## config.mk

```make
export PLATFORM = sky130hd
export DESIGN_NAME = dar_readout
export DESIGN_NICKNAME = d
export VERILOG_FILES = /design/src/core/dar_fifo.v /design/src/core/dar_readout.v
export VERILOG_INCLUDE_DIRS = /design/src /design/src/core
export SDC_FILE = /design/constraint.sdc
export NUM_CORES = 1
export LEC_CHECK = 0
export ABC_AREA = 1
export BUFFER_PORTS_ARGS = -buffer_cell sky130_fd_sc_hd__buf_2
export CORE_ASPECT_RATIO = 0.8
export CORE_MARGIN = 4
export CORE_UTILIZATION = 59
export CTS_CLUSTER_SIZE = 24
export DETAILED_ROUTE_END_ITERATION = 12
export HOLD_SLACK_MARGIN = 0.15
export PLACE_DENSITY = 0.88
export SYNTH_ARGS = -nofsm -noshare
export SYNTH_HDL_FRONTEND = slang
export SYNTH_SLANG_ARGS = --single-unit
```

## constraint.sdc

```tcl
create_clock -name clk_in -period 7.1 [get_ports clk_in]
set_input_delay 1.065 -clock clk_in [delete_from_list [all_inputs] [get_ports clk_in]]
set_output_delay 1.065 -clock clk_in [all_outputs]
set_load 0.005 [all_outputs]
```

## src/core/dar_consts.vh

```
`ifndef DAR_CONSTS_VH
`define DAR_CONSTS_VH

// ----------------------------------------
// Result and stream shape
// ----------------------------------------
`define DAR_RES_W 16
`define DAR_RES_MSB 15
`define DAR_BITCNT_W 5
`define DAR_BITS_LAST 5'h0f
`define DAR_BITS_NONE 5'h00
`define DAR_WORD_W 32
`define DAR_FIFO_DEPTH 8
`define DAR_FIFO_AW 3
`define DAR_FIFO_CW 4

// ----------------------------------------
// Pin synchroniser lanes
// ----------------------------------------
`define DAR_SYNC_N 5
`define DAR_SYNC_STAGES 3
`define DAR_SY_STROBE 0
`define DAR_SY_SCK_P 1
`define DAR_SY_SCK_N 2
`define DAR_SY_LVDS 3
`define DAR_SY_CKN_TIE 4

// ----------------------------------------
// Power states and strobe sequence counts
// ----------------------------------------
`define DAR_PWR_W 2
`define DAR_PWR_OP 2'h0
`define DAR_PWR_NAP 2'h1
`define DAR_PWR_SLEEP 2'h2
`define DAR_SEQ_W 3
`define DAR_SEQ_ZERO 3'h0
`define DAR_SEQ_ONE 3'h1
`define DAR_SEQ_NAP 3'h2
`define DAR_SEQ_SLEEP 3'h4
`define DAR_SEQ_WAKE 3'h5

`endif

```

## src/core/dar_fifo.v

```verilog
`timescale 1ns/10ps
`default_nettype none

module dar_fifo #(
  parameter WIDTH = 32,
  parameter DEPTH = 8,
  parameter AW = 3,
  parameter CW = 4
) (
  // Clock and reset
  input wire clk_in,
  input wire rst_in,
  // Fill side
  input wire in_valid_in,
  input wire [WIDTH-1:0] in_data_in,
  output reg in_ready_out,
  // Drain side
  output reg out_valid_out,
  output wire [WIDTH-1:0] out_data_out,
  input wire out_ready_in
);

  localparam [CW-1:0] FULL_CNT = DEPTH[CW-1:0];
  localparam [CW-1:0] ONE_CNT = {{(CW-1){1'b0}}, 1'b1};

  reg [WIDTH-1:0] mem [0:DEPTH-1];
  reg [AW-1:0] wr_ptr_q;
  reg [AW-1:0] rd_ptr_q;
  reg [CW-1:0] count_q;
  reg [CW-1:0] count_d;
  wire push;
  wire pop;

  assign push = in_valid_in && in_ready_out;
  assign pop = out_ready_in && out_valid_out;
  assign out_data_out = mem[rd_ptr_q];

  always @* begin
    count_d = count_q;
    if (push && !pop) begin
      count_d = count_q + ONE_CNT;
    end else if (pop && !push) begin
      count_d = count_q - ONE_CNT;
    end
  end

  always @(posedge clk_in) begin
    if (push) begin
      mem[wr_ptr_q] <= in_data_in;
    end
  end

  // Flags registered so the ready and valid outputs stay flop-driven
  always @(posedge clk_in) begin
    if (rst_in) begin
      wr_ptr_q <= {AW{1'b0}};
      rd_ptr_q <= {AW{1'b0}};
      count_q <= {CW{1'b0}};
      in_ready_out <= 1'b0;
      out_valid_out <= 1'b0;
    end else begin
      if (push) begin
        wr_ptr_q <= wr_ptr_q + {{(AW-1){1'b0}}, 1'b1};
      end
      if (pop) begin
        rd_ptr_q <= rd_ptr_q + {{(AW-1){1'b0}}, 1'b1};
      end
      count_q <= count_d;
      in_ready_out <= (count_d != FULL_CNT);
      out_valid_out <= (count_d != {CW{1'b0}});
    end
  end

endmodule // dar_fifo

`default_nettype wire

```

## src/core/dar_readout.v

```verilog
// Summary of operation
// - Strobe rise starts tracking the input if the next power state is full power
// - Strobe fall holds; starts conversion only if the result buffer is not full
// - Serial clock fall shifts next bit, MSB first
// - Echo clock skew-matched to data outputs
// - Tied negative echo pin disables positive, single-ended only
// - Two strobes, static clock: enter nap
// - Clock rise leaves nap to full power
// - Two more strobes in nap: sleep
// - Single-ended: clock rise wakes from sleep
// - Fifth strobe wakes from sleep, both modes
// - Clock edges after wake restart sequence
// - Repeated strobes cycle power states forever
// - Static pin selects single-ended or differential
// - Single-ended: negative pins held low
// - Differential: pairs driven and received
`timescale 1ns/10ps
`default_nettype none
`include "dar_consts.vh"

module dar_readout (
  // Clock and reset
  input wire clk_in,
  input wire rst_in,
  // Host pins
  input wire convert_strobe_in,
  input wire sck_p_in,
  input wire sck_n_in,
  input wire lvds_select_in,
  input wire echo_neg_tied_in,
  // Serial outputs
  output reg channel_one_serial_out_p_out,
  output reg channel_one_serial_out_n_out,
  output reg channel_two_serial_out_p_out,
  output reg channel_two_serial_out_n_out,
  output reg echoed_shift_clock_p_out,
  output reg echoed_shift_clock_n_out,
  output reg neg_pins_oe_out,
  output reg echo_pos_oe_out,
  // Converter core side
  output reg sample_track_out,
  output reg conv_start_out,
  output reg [`DAR_PWR_W-1:0] power_state_out,
  input wire result_valid_in,
  input wire [`DAR_RES_W-1:0] result_one_in,
  input wire [`DAR_RES_W-1:0] result_two_in,
  output wire result_ready_out
);

  // ----------------------------------------
  // Pin synchronisers
  // ----------------------------------------
  wire [`DAR_SYNC_N-1:0] pins_raw;
  reg [`DAR_SYNC_N-1:0] pins_q;
  reg [`DAR_SYNC_N-1:0] pins_prev_q;
  wire [`DAR_SYNC_N-1:0] pin_rise;
  wire [`DAR_SYNC_N-1:0] pin_fall;

  assign pins_raw = {echo_neg_tied_in, lvds_select_in, sck_n_in, sck_p_in, convert_strobe_in};

  genvar gi;
  generate
    for (gi = 0; gi < `DAR_SYNC_N; gi = gi + 1) begin : g_sync
      reg [`DAR_SYNC_STAGES-1:0] sy_q;
      // First stage feeds only the second; level moves once 2nd and 3rd agree
      always @(posedge clk_in) begin
        if (rst_in) begin
          sy_q <= {`DAR_SYNC_STAGES{1'b0}};
          pins_q[gi] <= 1'b0;
          pins_prev_q[gi] <= 1'b0;
        end else begin
          sy_q <= {sy_q[`DAR_SYNC_STAGES-2:0], pins_raw[gi]};
          if (sy_q[1] == sy_q[2]) begin
            pins_q[gi] <= sy_q[2];
          end
          pins_prev_q[gi] <= pins_q[gi];
        end
      end
    end
  endgenerate

  assign pin_rise = pins_q & ~pins_prev_q;
  assign pin_fall = ~pins_q & pins_prev_q;

  // ----------------------------------------
  // Interface mode and serial clock receive
  // ----------------------------------------
  wire lvds_mode;
  wire echo_pos_off;
  reg sck_lvl_q;
  wire sck_lvl_d;
  wire sck_rise;
  wire sck_fall;
  wire strobe_rise;
  wire strobe_fall;

  assign lvds_mode = pins_q[`DAR_SY_LVDS];
  // Tie only meaningful when the negative echo pin is not driven
  assign echo_pos_off = pins_q[`DAR_SY_CKN_TIE] && !lvds_mode;
  // Differential receive uses the pair, single-ended the positive pin only
  assign sck_lvl_d = lvds_mode ? (pins_q[`DAR_SY_SCK_P] && !pins_q[`DAR_SY_SCK_N])
                               : pins_q[`DAR_SY_SCK_P];
  assign sck_rise = sck_lvl_d && !sck_lvl_q;
  assign sck_fall = !sck_lvl_d && sck_lvl_q;
  assign strobe_rise = pin_rise[`DAR_SY_STROBE];
  assign strobe_fall = pin_fall[`DAR_SY_STROBE];

  always @(posedge clk_in) begin
    if (rst_in) begin
      sck_lvl_q <= 1'b0;
    end else begin
      sck_lvl_q <= sck_lvl_d;
    end
  end

  // ----------------------------------------
  // Power mode sequencing
  // ----------------------------------------
  reg [`DAR_PWR_W-1:0] pwr_q;
  reg [`DAR_PWR_W-1:0] pwr_d;
  reg [`DAR_SEQ_W-1:0] seq_q;
  reg [`DAR_SEQ_W-1:0] seq_d;
  reg [`DAR_SEQ_W-1:0] seq_next;

  always @* begin
    pwr_d = pwr_q;
    seq_d = seq_q;
    seq_next = seq_q + `DAR_SEQ_ONE;
    case (pwr_q)
      `DAR_PWR_OP: begin
        if (sck_rise) begin
          seq_d = `DAR_SEQ_ZERO;
        end else if (strobe_rise) begin
          seq_d = seq_next;
          if (seq_next == `DAR_SEQ_NAP) begin
            pwr_d = `DAR_PWR_NAP;
          end
        end
      end
      `DAR_PWR_NAP: begin
        if (sck_rise) begin
          pwr_d = `DAR_PWR_OP;
          seq_d = `DAR_SEQ_ZERO;
        end else if (strobe_rise) begin
          seq_d = seq_next;
          if (seq_next == `DAR_SEQ_SLEEP) begin
            pwr_d = `DAR_PWR_SLEEP;
          end
        end
      end
      `DAR_PWR_SLEEP: begin
        // Differential receiver ignores the clock while asleep
        if (sck_rise && !lvds_mode) begin
          pwr_d = `DAR_PWR_OP;
          seq_d = `DAR_SEQ_ZERO;
        end else if (strobe_rise) begin
          seq_d = seq_next;
          if (seq_next == `DAR_SEQ_WAKE) begin
            pwr_d = `DAR_PWR_OP;
            // Waking pulse counts as the first of a new round
            seq_d = `DAR_SEQ_ONE;
          end
        end
      end
      default: begin
        pwr_d = `DAR_PWR_OP;
        seq_d = `DAR_SEQ_ZERO;
      end
    endcase
  end

  always @(posedge clk_in) begin
    if (rst_in) begin
      pwr_q <= `DAR_PWR_OP;
      seq_q <= `DAR_SEQ_ZERO;
      power_state_out <= `DAR_PWR_OP;
    end else begin
      pwr_q <= pwr_d;
      seq_q <= seq_d;
      power_state_out <= pwr_d;
    end
  end

  // ----------------------------------------
  // Conversion control
  // ----------------------------------------
  // No conversion is started while the result buffer is full
  wire fifo_in_ready;
  wire track_ok;

  assign track_ok = (pwr_d == `DAR_PWR_OP);
  assign result_ready_out = fifo_in_ready;

  always @(posedge clk_in) begin
    if (rst_in) begin
      sample_track_out <= 1'b0;
      conv_start_out <= 1'b0;
    end else begin
      conv_start_out <= 1'b0;
      if (strobe_rise && track_ok) begin
        sample_track_out <= 1'b1;
      end else if (strobe_fall && sample_track_out) begin
        sample_track_out <= 1'b0;
        conv_start_out <= fifo_in_ready;
      end else if (!track_ok) begin
        sample_track_out <= 1'b0;
      end
    end
  end

  // ----------------------------------------
  // Result buffer
  // ----------------------------------------
  wire fifo_out_valid;
  wire [`DAR_WORD_W-1:0] fifo_out_data;
  reg fifo_pop;

  dar_fifo #(
    .WIDTH(`DAR_WORD_W),
    .DEPTH(`DAR_FIFO_DEPTH),
    .AW(`DAR_FIFO_AW),
    .CW(`DAR_FIFO_CW)
  ) u_fifo (
    .clk_in(clk_in),
    .rst_in(rst_in),
    .in_valid_in(result_valid_in),
    .in_data_in({result_one_in, result_two_in}),
    .in_ready_out(fifo_in_ready),
    .out_valid_out(fifo_out_valid),
    .out_data_out(fifo_out_data),
    .out_ready_in(fifo_pop)
  );

  // ----------------------------------------
  // Serial shifter
  // ----------------------------------------
  reg [`DAR_RES_W-1:0] sh_one_q;
  reg [`DAR_RES_W-1:0] sh_two_q;
  reg [`DAR_BITCNT_W-1:0] bits_left_q;
  wire [`DAR_RES_W-1:0] word_one;
  wire [`DAR_RES_W-1:0] word_two;
  reg bit_one;
  reg bit_two;

  assign word_one = fifo_out_data[`DAR_WORD_W-1:`DAR_RES_W];
  assign word_two = fifo_out_data[`DAR_RES_W-1:0];

  always @* begin
    fifo_pop = 1'b0;
    bit_one = 1'b0;
    bit_two = 1'b0;
    if (sck_fall) begin
      if (bits_left_q == `DAR_BITS_NONE) begin
        fifo_pop = fifo_out_valid;
        // Empty buffer shifts out zeros
        bit_one = fifo_out_valid && word_one[`DAR_RES_MSB];
        bit_two = fifo_out_valid && word_two[`DAR_RES_MSB];
      end else begin
        bit_one = sh_one_q[`DAR_RES_MSB];
        bit_two = sh_two_q[`DAR_RES_MSB];
      end
    end
  end

  always @(posedge clk_in) begin
    if (rst_in) begin
      sh_one_q <= {`DAR_RES_W{1'b0}};
      sh_two_q <= {`DAR_RES_W{1'b0}};
      bits_left_q <= `DAR_BITS_NONE;
      channel_one_serial_out_p_out <= 1'b0;
      channel_two_serial_out_p_out <= 1'b0;
    end else if (sck_fall) begin
      channel_one_serial_out_p_out <= bit_one;
      channel_two_serial_out_p_out <= bit_two;
      if (bits_left_q == `DAR_BITS_NONE) begin
        if (fifo_out_valid) begin
          sh_one_q <= {word_one[`DAR_RES_MSB-1:0], 1'b0};
          sh_two_q <= {word_two[`DAR_RES_MSB-1:0], 1'b0};
          bits_left_q <= `DAR_BITS_LAST;
        end
      end else begin
        sh_one_q <= {sh_one_q[`DAR_RES_MSB-1:0], 1'b0};
        sh_two_q <= {sh_two_q[`DAR_RES_MSB-1:0], 1'b0};
        bits_left_q <= bits_left_q - `DAR_BITCNT_W'h01;
      end
    end
  end

  // ----------------------------------------
  // Pin drivers
  // ----------------------------------------
  // Echo clock registered in step with data so both see equal delay
  always @(posedge clk_in) begin
    if (rst_in) begin
      echoed_shift_clock_p_out <= 1'b0;
      echoed_shift_clock_n_out <= 1'b0;
      channel_one_serial_out_n_out <= 1'b0;
      channel_two_serial_out_n_out <= 1'b0;
      neg_pins_oe_out <= 1'b0;
      echo_pos_oe_out <= 1'b0;
    end else begin
      echoed_shift_clock_p_out <= sck_lvl_d && !echo_pos_off;
      echo_pos_oe_out <= !echo_pos_off;
      neg_pins_oe_out <= lvds_mode;
      if (lvds_mode) begin
        echoed_shift_clock_n_out <= !sck_lvl_d;
        channel_one_serial_out_n_out <= sck_fall ? !bit_one
                                                 : !channel_one_serial_out_p_out;
        channel_two_serial_out_n_out <= sck_fall ? !bit_two
                                                 : !channel_two_serial_out_p_out;
      end else begin
        echoed_shift_clock_n_out <= 1'b0;
        channel_one_serial_out_n_out <= 1'b0;
        channel_two_serial_out_n_out <= 1'b0;
      end
    end
  end

endmodule // dar_readout

`default_nettype wire

```

Yosys cells after proc, flatten, opt, wreduce, memory -nomap -nowiden --
Memories as Yosys holds them, arrays and structs flattened. A register that Yosys moved wholly into a read port is not among the register bits. Index checks and enable logic that the tools add are counted.
Operators by class: mux-type cells 40, add/subtract/negate cells 6, equality and inequality tests 15, reduce and logical (&&, ||, !) cells 34, bitwise logic cells 6
Operator list (count):
- $mux 16 | 4
- $mux 3 | 7
- $mux 2 | 9
- $logic_and 1x1->1 | 14
- $mux 1 | 14
- $logic_not 1->1 | 11
- $mux 5 | 2
- $add 3x1->3 const B | 3
- $mux 4 | 2
- $eq 3x3->1 const B | 2
- $ne 3x1->1 const B | 2
- $pmux 2 s3 | 1
- $pmux 3 s2 | 1
- $eq 1x1->1 | 5
- $logic_not 5->1 | 1
- $sub 5x1->5 const B | 1
- $add 4x1->4 const B | 1
- $logic_not 2->1 | 2
- $ne 4x4->1 const B | 1
- $not 1->1 | 4
- $reduce_and 2->1 | 2
- $reduce_bool 4->1 | 1
- $reduce_or 2->1 | 2
- $sub 4x1->4 const B | 1
- other kinds (7) | 8
Word-level totals: memories kept 1, register bits after elaboration 86, output and inout bits 13, word-level logic and storage cells 134, input bits 40, bits in writable memories 256
Memory list:
- u_fifo.mem | words 8, bits a word 32, rd ports 1, clocked after memory_dff 1, write ports 1, line dar_fifo.v:26 | reg [WIDTH-1:0] mem [0:DEPTH-1];

Longest topological paths before layout --
depth in word-level cells 11, depth in mapped cells 15, depth with buffers taken out 15

Cells and area by module --
A second synthesis with hierarchy kept.
Unflattened totals: cell total of the unflattened synthesis 1230, area, all modules 13736.9 sq um
Modules (own cells, without submodules):
- dar_fifo | area an instance 10596.4 sq um, cells an instance 759, times used 1, sequential area each 7987.7 sq um
- dar_readout | area an instance 3140.5 sq um, cells an instance 471, times used 1, sequential area each 1441.4 sq um

Worst setup path before layout --
No wires, ideal clock.
kind in2reg, start input result_valid_in, end memory u_fifo.mem[0][0] (enable), arrival time 2.883 ns, path buffers 0, cell stages on the path 4, data required time 6.679 ns, slack 3.796 ns, library setup time 0.421 ns, cells stage by stage nand2_1 inv_1 nand2_1 nor2_1
On the way: word-level cells in the longest chain between the ends 3
Ends and longest elaborated chain:
- from (decl) | line dar_readout.v:44 | input wire result_valid_in,
- $logic_and 1x1->1 | line dar_fifo.v:34 | assign push = in_valid_in && in_ready_out;
- $mux 1 | line dar_fifo.v:48 | if (push) begin
- $mux 1 (implied by the code) | line dar_fifo.v:49 | mem[wr_ptr_q] <= in_data_in;
- to (decl) | line dar_fifo.v:26
No other way between the ends.

Worst setup path after layout --
start register bits_left_q[0], end register sh_two_q[14]
On the way: word-level cells in the longest chain between the ends 3, elaborated cells on any way between the ends 4, those cells by class 1 x eq/ne; 1 x mux; 2 x reduce/logical
Ends and longest elaborated chain:
- from (decl) | line dar_readout.v:239 | reg [`DAR_BITCNT_W-1:0] bits_left_q;
- from (signal assigned) | line dar_readout.v:269 | bits_left_q <= `DAR_BITS_NONE;
- from (signal assigned) | line dar_readout.v:279 | bits_left_q <= `DAR_BITS_LAST;
- from (signal assigned) | line dar_readout.v:284 | bits_left_q <= bits_left_q - `DAR_BITCNT_W'h01;
- $logic_not 5->1 (no line) *
- $ne 2x1->1 (no line)
- $reduce_and 2->1 (no line)
- to (signal assigned) | line dar_readout.v:268 | sh_two_q <= {`DAR_RES_W{1'b0}};
- to (signal assigned) | line dar_readout.v:278 | sh_two_q <= {word_two[`DAR_RES_MSB-1:0], 1'b0};
- to (signal assigned) | line dar_readout.v:283 | sh_two_q <= {sh_two_q[`DAR_RES_MSB-1:0], 1'b0};
- to (decl) | line dar_readout.v:238 | reg [`DAR_RES_W-1:0] sh_two_q;
Every way passes the cells marked *; elsewhere a longest branch is shown, timed or not. A chain may end at the register's enable or synchronous reset.

==> results.md <==
- Vias in the first global route: 8951
- Yosys reg bits: 343
- Hold path depth: 2
- DIE AREA: 25000 µm²
- DRT iter0 DRCs: 1290
- Hold crit path type: flip-flop to flip-flop
- Max clock buf depth: 3
- CP Data Arrival Time: 3.72 ns
- Slew @ Worst Pin: 1.31 ns
- CP required: 7.52 ns
- DRC errors left: 0
- RSZ-0062 raised after global routing: false
- Peak supply drop: 0.000261 V
- Status: finished clean
- Distinct cells, synth: 38
- Initial cell density of the core: 60.7%
- Area growth, synth to finish: 11.6%
- Synth warn: 0
- TritonCTS Buffers: 30
- Clock root cell: clkbuf_16
- CP top delay family: compound AO/OA/AOI/OAI gates
- Layout cells sized above 1: 12.4%
- Static Leak: 5.17 nW
- Hold Buf Count CTS: 0
- Avg WL per Cell: 20.5 µm
- Crit-path max cell delay: 0.93 ns
- Met2 routed WL: 14300 µm
- Crit path max fanout: 35
- Post-CTS Setup Bufs: 0
- DR top layer: met5
- Remaining global-route overflow: 0
- Mapped Area: 13300 µm²
- Layout Nets: 1176
- Slowest-stage cell, CP: o21ai_4
- Final slew viol count: 0
- Clk sinks: 343
- Critical Path Start Type: flip-flop
- Largest net degree at the start of global routing: 92
- Final HPWL DP: 15600 µm
- Chip width: 176 µm
- Max-Cap Viols: 0
- Fin worst setup slack: 3.80 ns
- Most used cell, CP: inv_1
- Port bufs: 52
- CP bufs+invs: 3
- Worst path depth: 9
- DIE HEIGHT: 142 µm
- Syn Nets: 1152
- Crit path time final: 3.30 ns
- Pre-antenna DRT Iters: 6
- Crit path kind: flip-flop to flip-flop
- Antenna violations before repair: 2
- Cell Pwr Density: 274 nW/µm²
- Setup total negative slack: 0 ns
- Vias per cell: 6.18
- Clk slew on worst S/H paths: 0.07 ns
- Mapped Avg Cell Area: 12.0 µm²
- Post-CTS Resized: 0
- Final setup viols: 0
- CTS tree: done
- Element type at the critical path end: flip-flop
- # fillers: 1461
- Final wirelength: 29800 µm
- Gate Count Post-Synth: 1102
- First-pass GRT wire length: 46700 µm
- Pre-CTS WS: 3.85 ns
- Sequential area share after synthesis: 71.1%
- Post-route clock period utilization: 46.5%
- Met1 WL: 12000 µm
- Final Wtd Congestion: 0.842
- Worst Reg2Reg Path Length in Cells: 9
- Core Rows: 48
- Rel. slew slack: 12.6%
- Final Skew: 0.0208 ns
- Final Hold Viols: 0
- CP cell instances: inv_1 > ha_1 > inv_1 > nor2_2 > nand2_2 > o21ai_4 > inv_2 > o21ai_0 > a21oi_1
- Routed Antenna Nets: 0
- Maximum clock rate: 303 MHz
- H-Tree Depth: 1
- Met3 routed WL: 2630 µm
- Routed via count: 8967
- Core footprint: 21900 µm²
- Clk Latency, worst-skew pair: 0.56 ns
- I/O pin count: 53
- GRT Total Usage: 23.5%
stage by stage:
stage / total power, W / cells / instance area [µm²] / hold WS (ns) / util [%]
final: 0.00405 / 1451 / 14800 / 0.383 / 67.7
after CTS: 0.00406 / 1450 / 14800 / 0.388 / 67.7
after global routing: 0.00416 / 1451 / 14800 / 0.409 / 67.7
after global placement: 0.00232 / 1394 / 13700 / 0.392 / 62.7
after floorplan: 0.00228 / 1102 / 13300 / 0.388 / -
after detailed placement: 0.00233 / 1394 / 13700 / 0.392 / 62.7
cell type report:
cell class | count | area (µm²) | share of cell area, %
Antenna cell | 1 | 2.50 | 0.0169
Clock inverter | 11 | 154 | 1.04
Tap cell | 300 | 375 | 2.54
Multi-Input combinational cell | 636 | 3370 | 22.8
Clock buffer | 45 | 932 | 6.30
Inverter | 55 | 208 | 1.40
Sequential cell | 343 | 9430 | 63.8
Timing Repair Buffer | 60 | 320 | 2.16
synthesized netlist by cell type:
cell type  instances  share of area, %
ha_1              10              0.94
clkbuf_1          32              0.91
nand4_1            4              0.19
a21oi_2            1             0.066
nor3_1             3              0.11
nand3_1           12              0.45
inv_1             50               1.4
buf_2             26              0.98
o21ai_0          172               6.5
nor2_4             1             0.085
a31o_2             1             0.066
nand2_1           45               1.3
nand2_4            2              0.17
or2_2              3              0.14
nor3_2             1             0.075
edfxtp_1         256                58
a211oi_1           2              0.11
inv_2              4              0.11
buf_6              1             0.085
o221ai_1          30               2.0
nor2_2             3              0.14
nor2_1           183               5.2
nand2_2            5              0.24
and3_1             1             0.047
clkinv_1           1             0.028
a31oi_1            2             0.094
o22ai_1           33               1.6
buf_1              2             0.057
nor3b_1            1             0.057
dfxtp_1           87                13
a21oi_1           83               3.1
xnor2_1            1             0.066
o21ai_4            2              0.25
nand3_2            2              0.15
o211ai_1          31               1.8
xor2_1             2              0.13
clkbuf_2           2             0.075
buf_4              5              0.28
worst min-delay path: cells and delay by family (launching register included):
kind	cells	cell delay (ns)
flops	1	0.29
buf+inv	1	0.04
simple gates	1	0.03
sequential cells by signal, summed over array words and instances, names as in the netlist, 2 cells and up, named ones only:
signal / count
bits_left_q: 5
u_fifo.count_q: 4
sh_one_q: 15
g_sync.sy_q: 15
u_fifo.mem: 256
sh_two_q: 15
u_fifo.rd_ptr_q: 3
seq_q: 3
u_fifo.wr_ptr_q: 3
pins_q: 4
pwr_q: 2
worst paths after layout:
check / startpoint / end / slack [ns]
worst min register to register: g_sync[4].sy_q[0] / g_sync[4].sy_q[1] / 0.38
worst max register to register: bits_left_q[0] / sh_two_q[14] / 3.80
worst min-delay path: g_sync[4].sy_q[0] / g_sync[4].sy_q[1] / 0.38
worst max-delay path: bits_left_q[0] / sh_two_q[14] / 3.80
kinds of logic after synthesis:
family / synth area share [%]
buf+inv: 3.94
fa+ha+maj: 0.943
simple gates: 8.31
compound gates: 15.5
xor+xnor: 0.198
flops: 71.1
placed cells by master, fill, tap and decap left out, types with 5 or more instances in the layout:
cell       netlist  final
edfxtp_1       256    256
nor2_1         183    175
o21ai_0        172    172
dfxtp_1         87     85
a21oi_1         83     83
buf_2           26     52
inv_1           50     50
nand2_1         45     45
clkbuf_16        0     34
o22ai_1         33     33
o211ai_1        31     31
o221ai_1        30     30
nand3_1         12     12
ha_1            10     10
nor2_4           1      9
buf_4            5      8
clkinv_2         0      7
clkbuf_1        32      7
nand2_2          5      5
layer usage:
metal	GRT usage (%)	vias to the layer above
met3	4.25	76
met4	8.53	2
li1	-	4056
met5	0	-
met1	32.3	4315
met2	38.3	518
report_power, final:
| part | internal [W] | leakage, nW | switching (W) |
|---|---|---|---|
| Sequential | 0.00218 | 3.02 | 0.0000100 |
| Combinational | 0.0000309 | 1.62 | 0.0000723 |
| Clock | 0.00105 | 0.538 | 0.000708 |
Note: power is estimated with default switching activity, not from simulation.
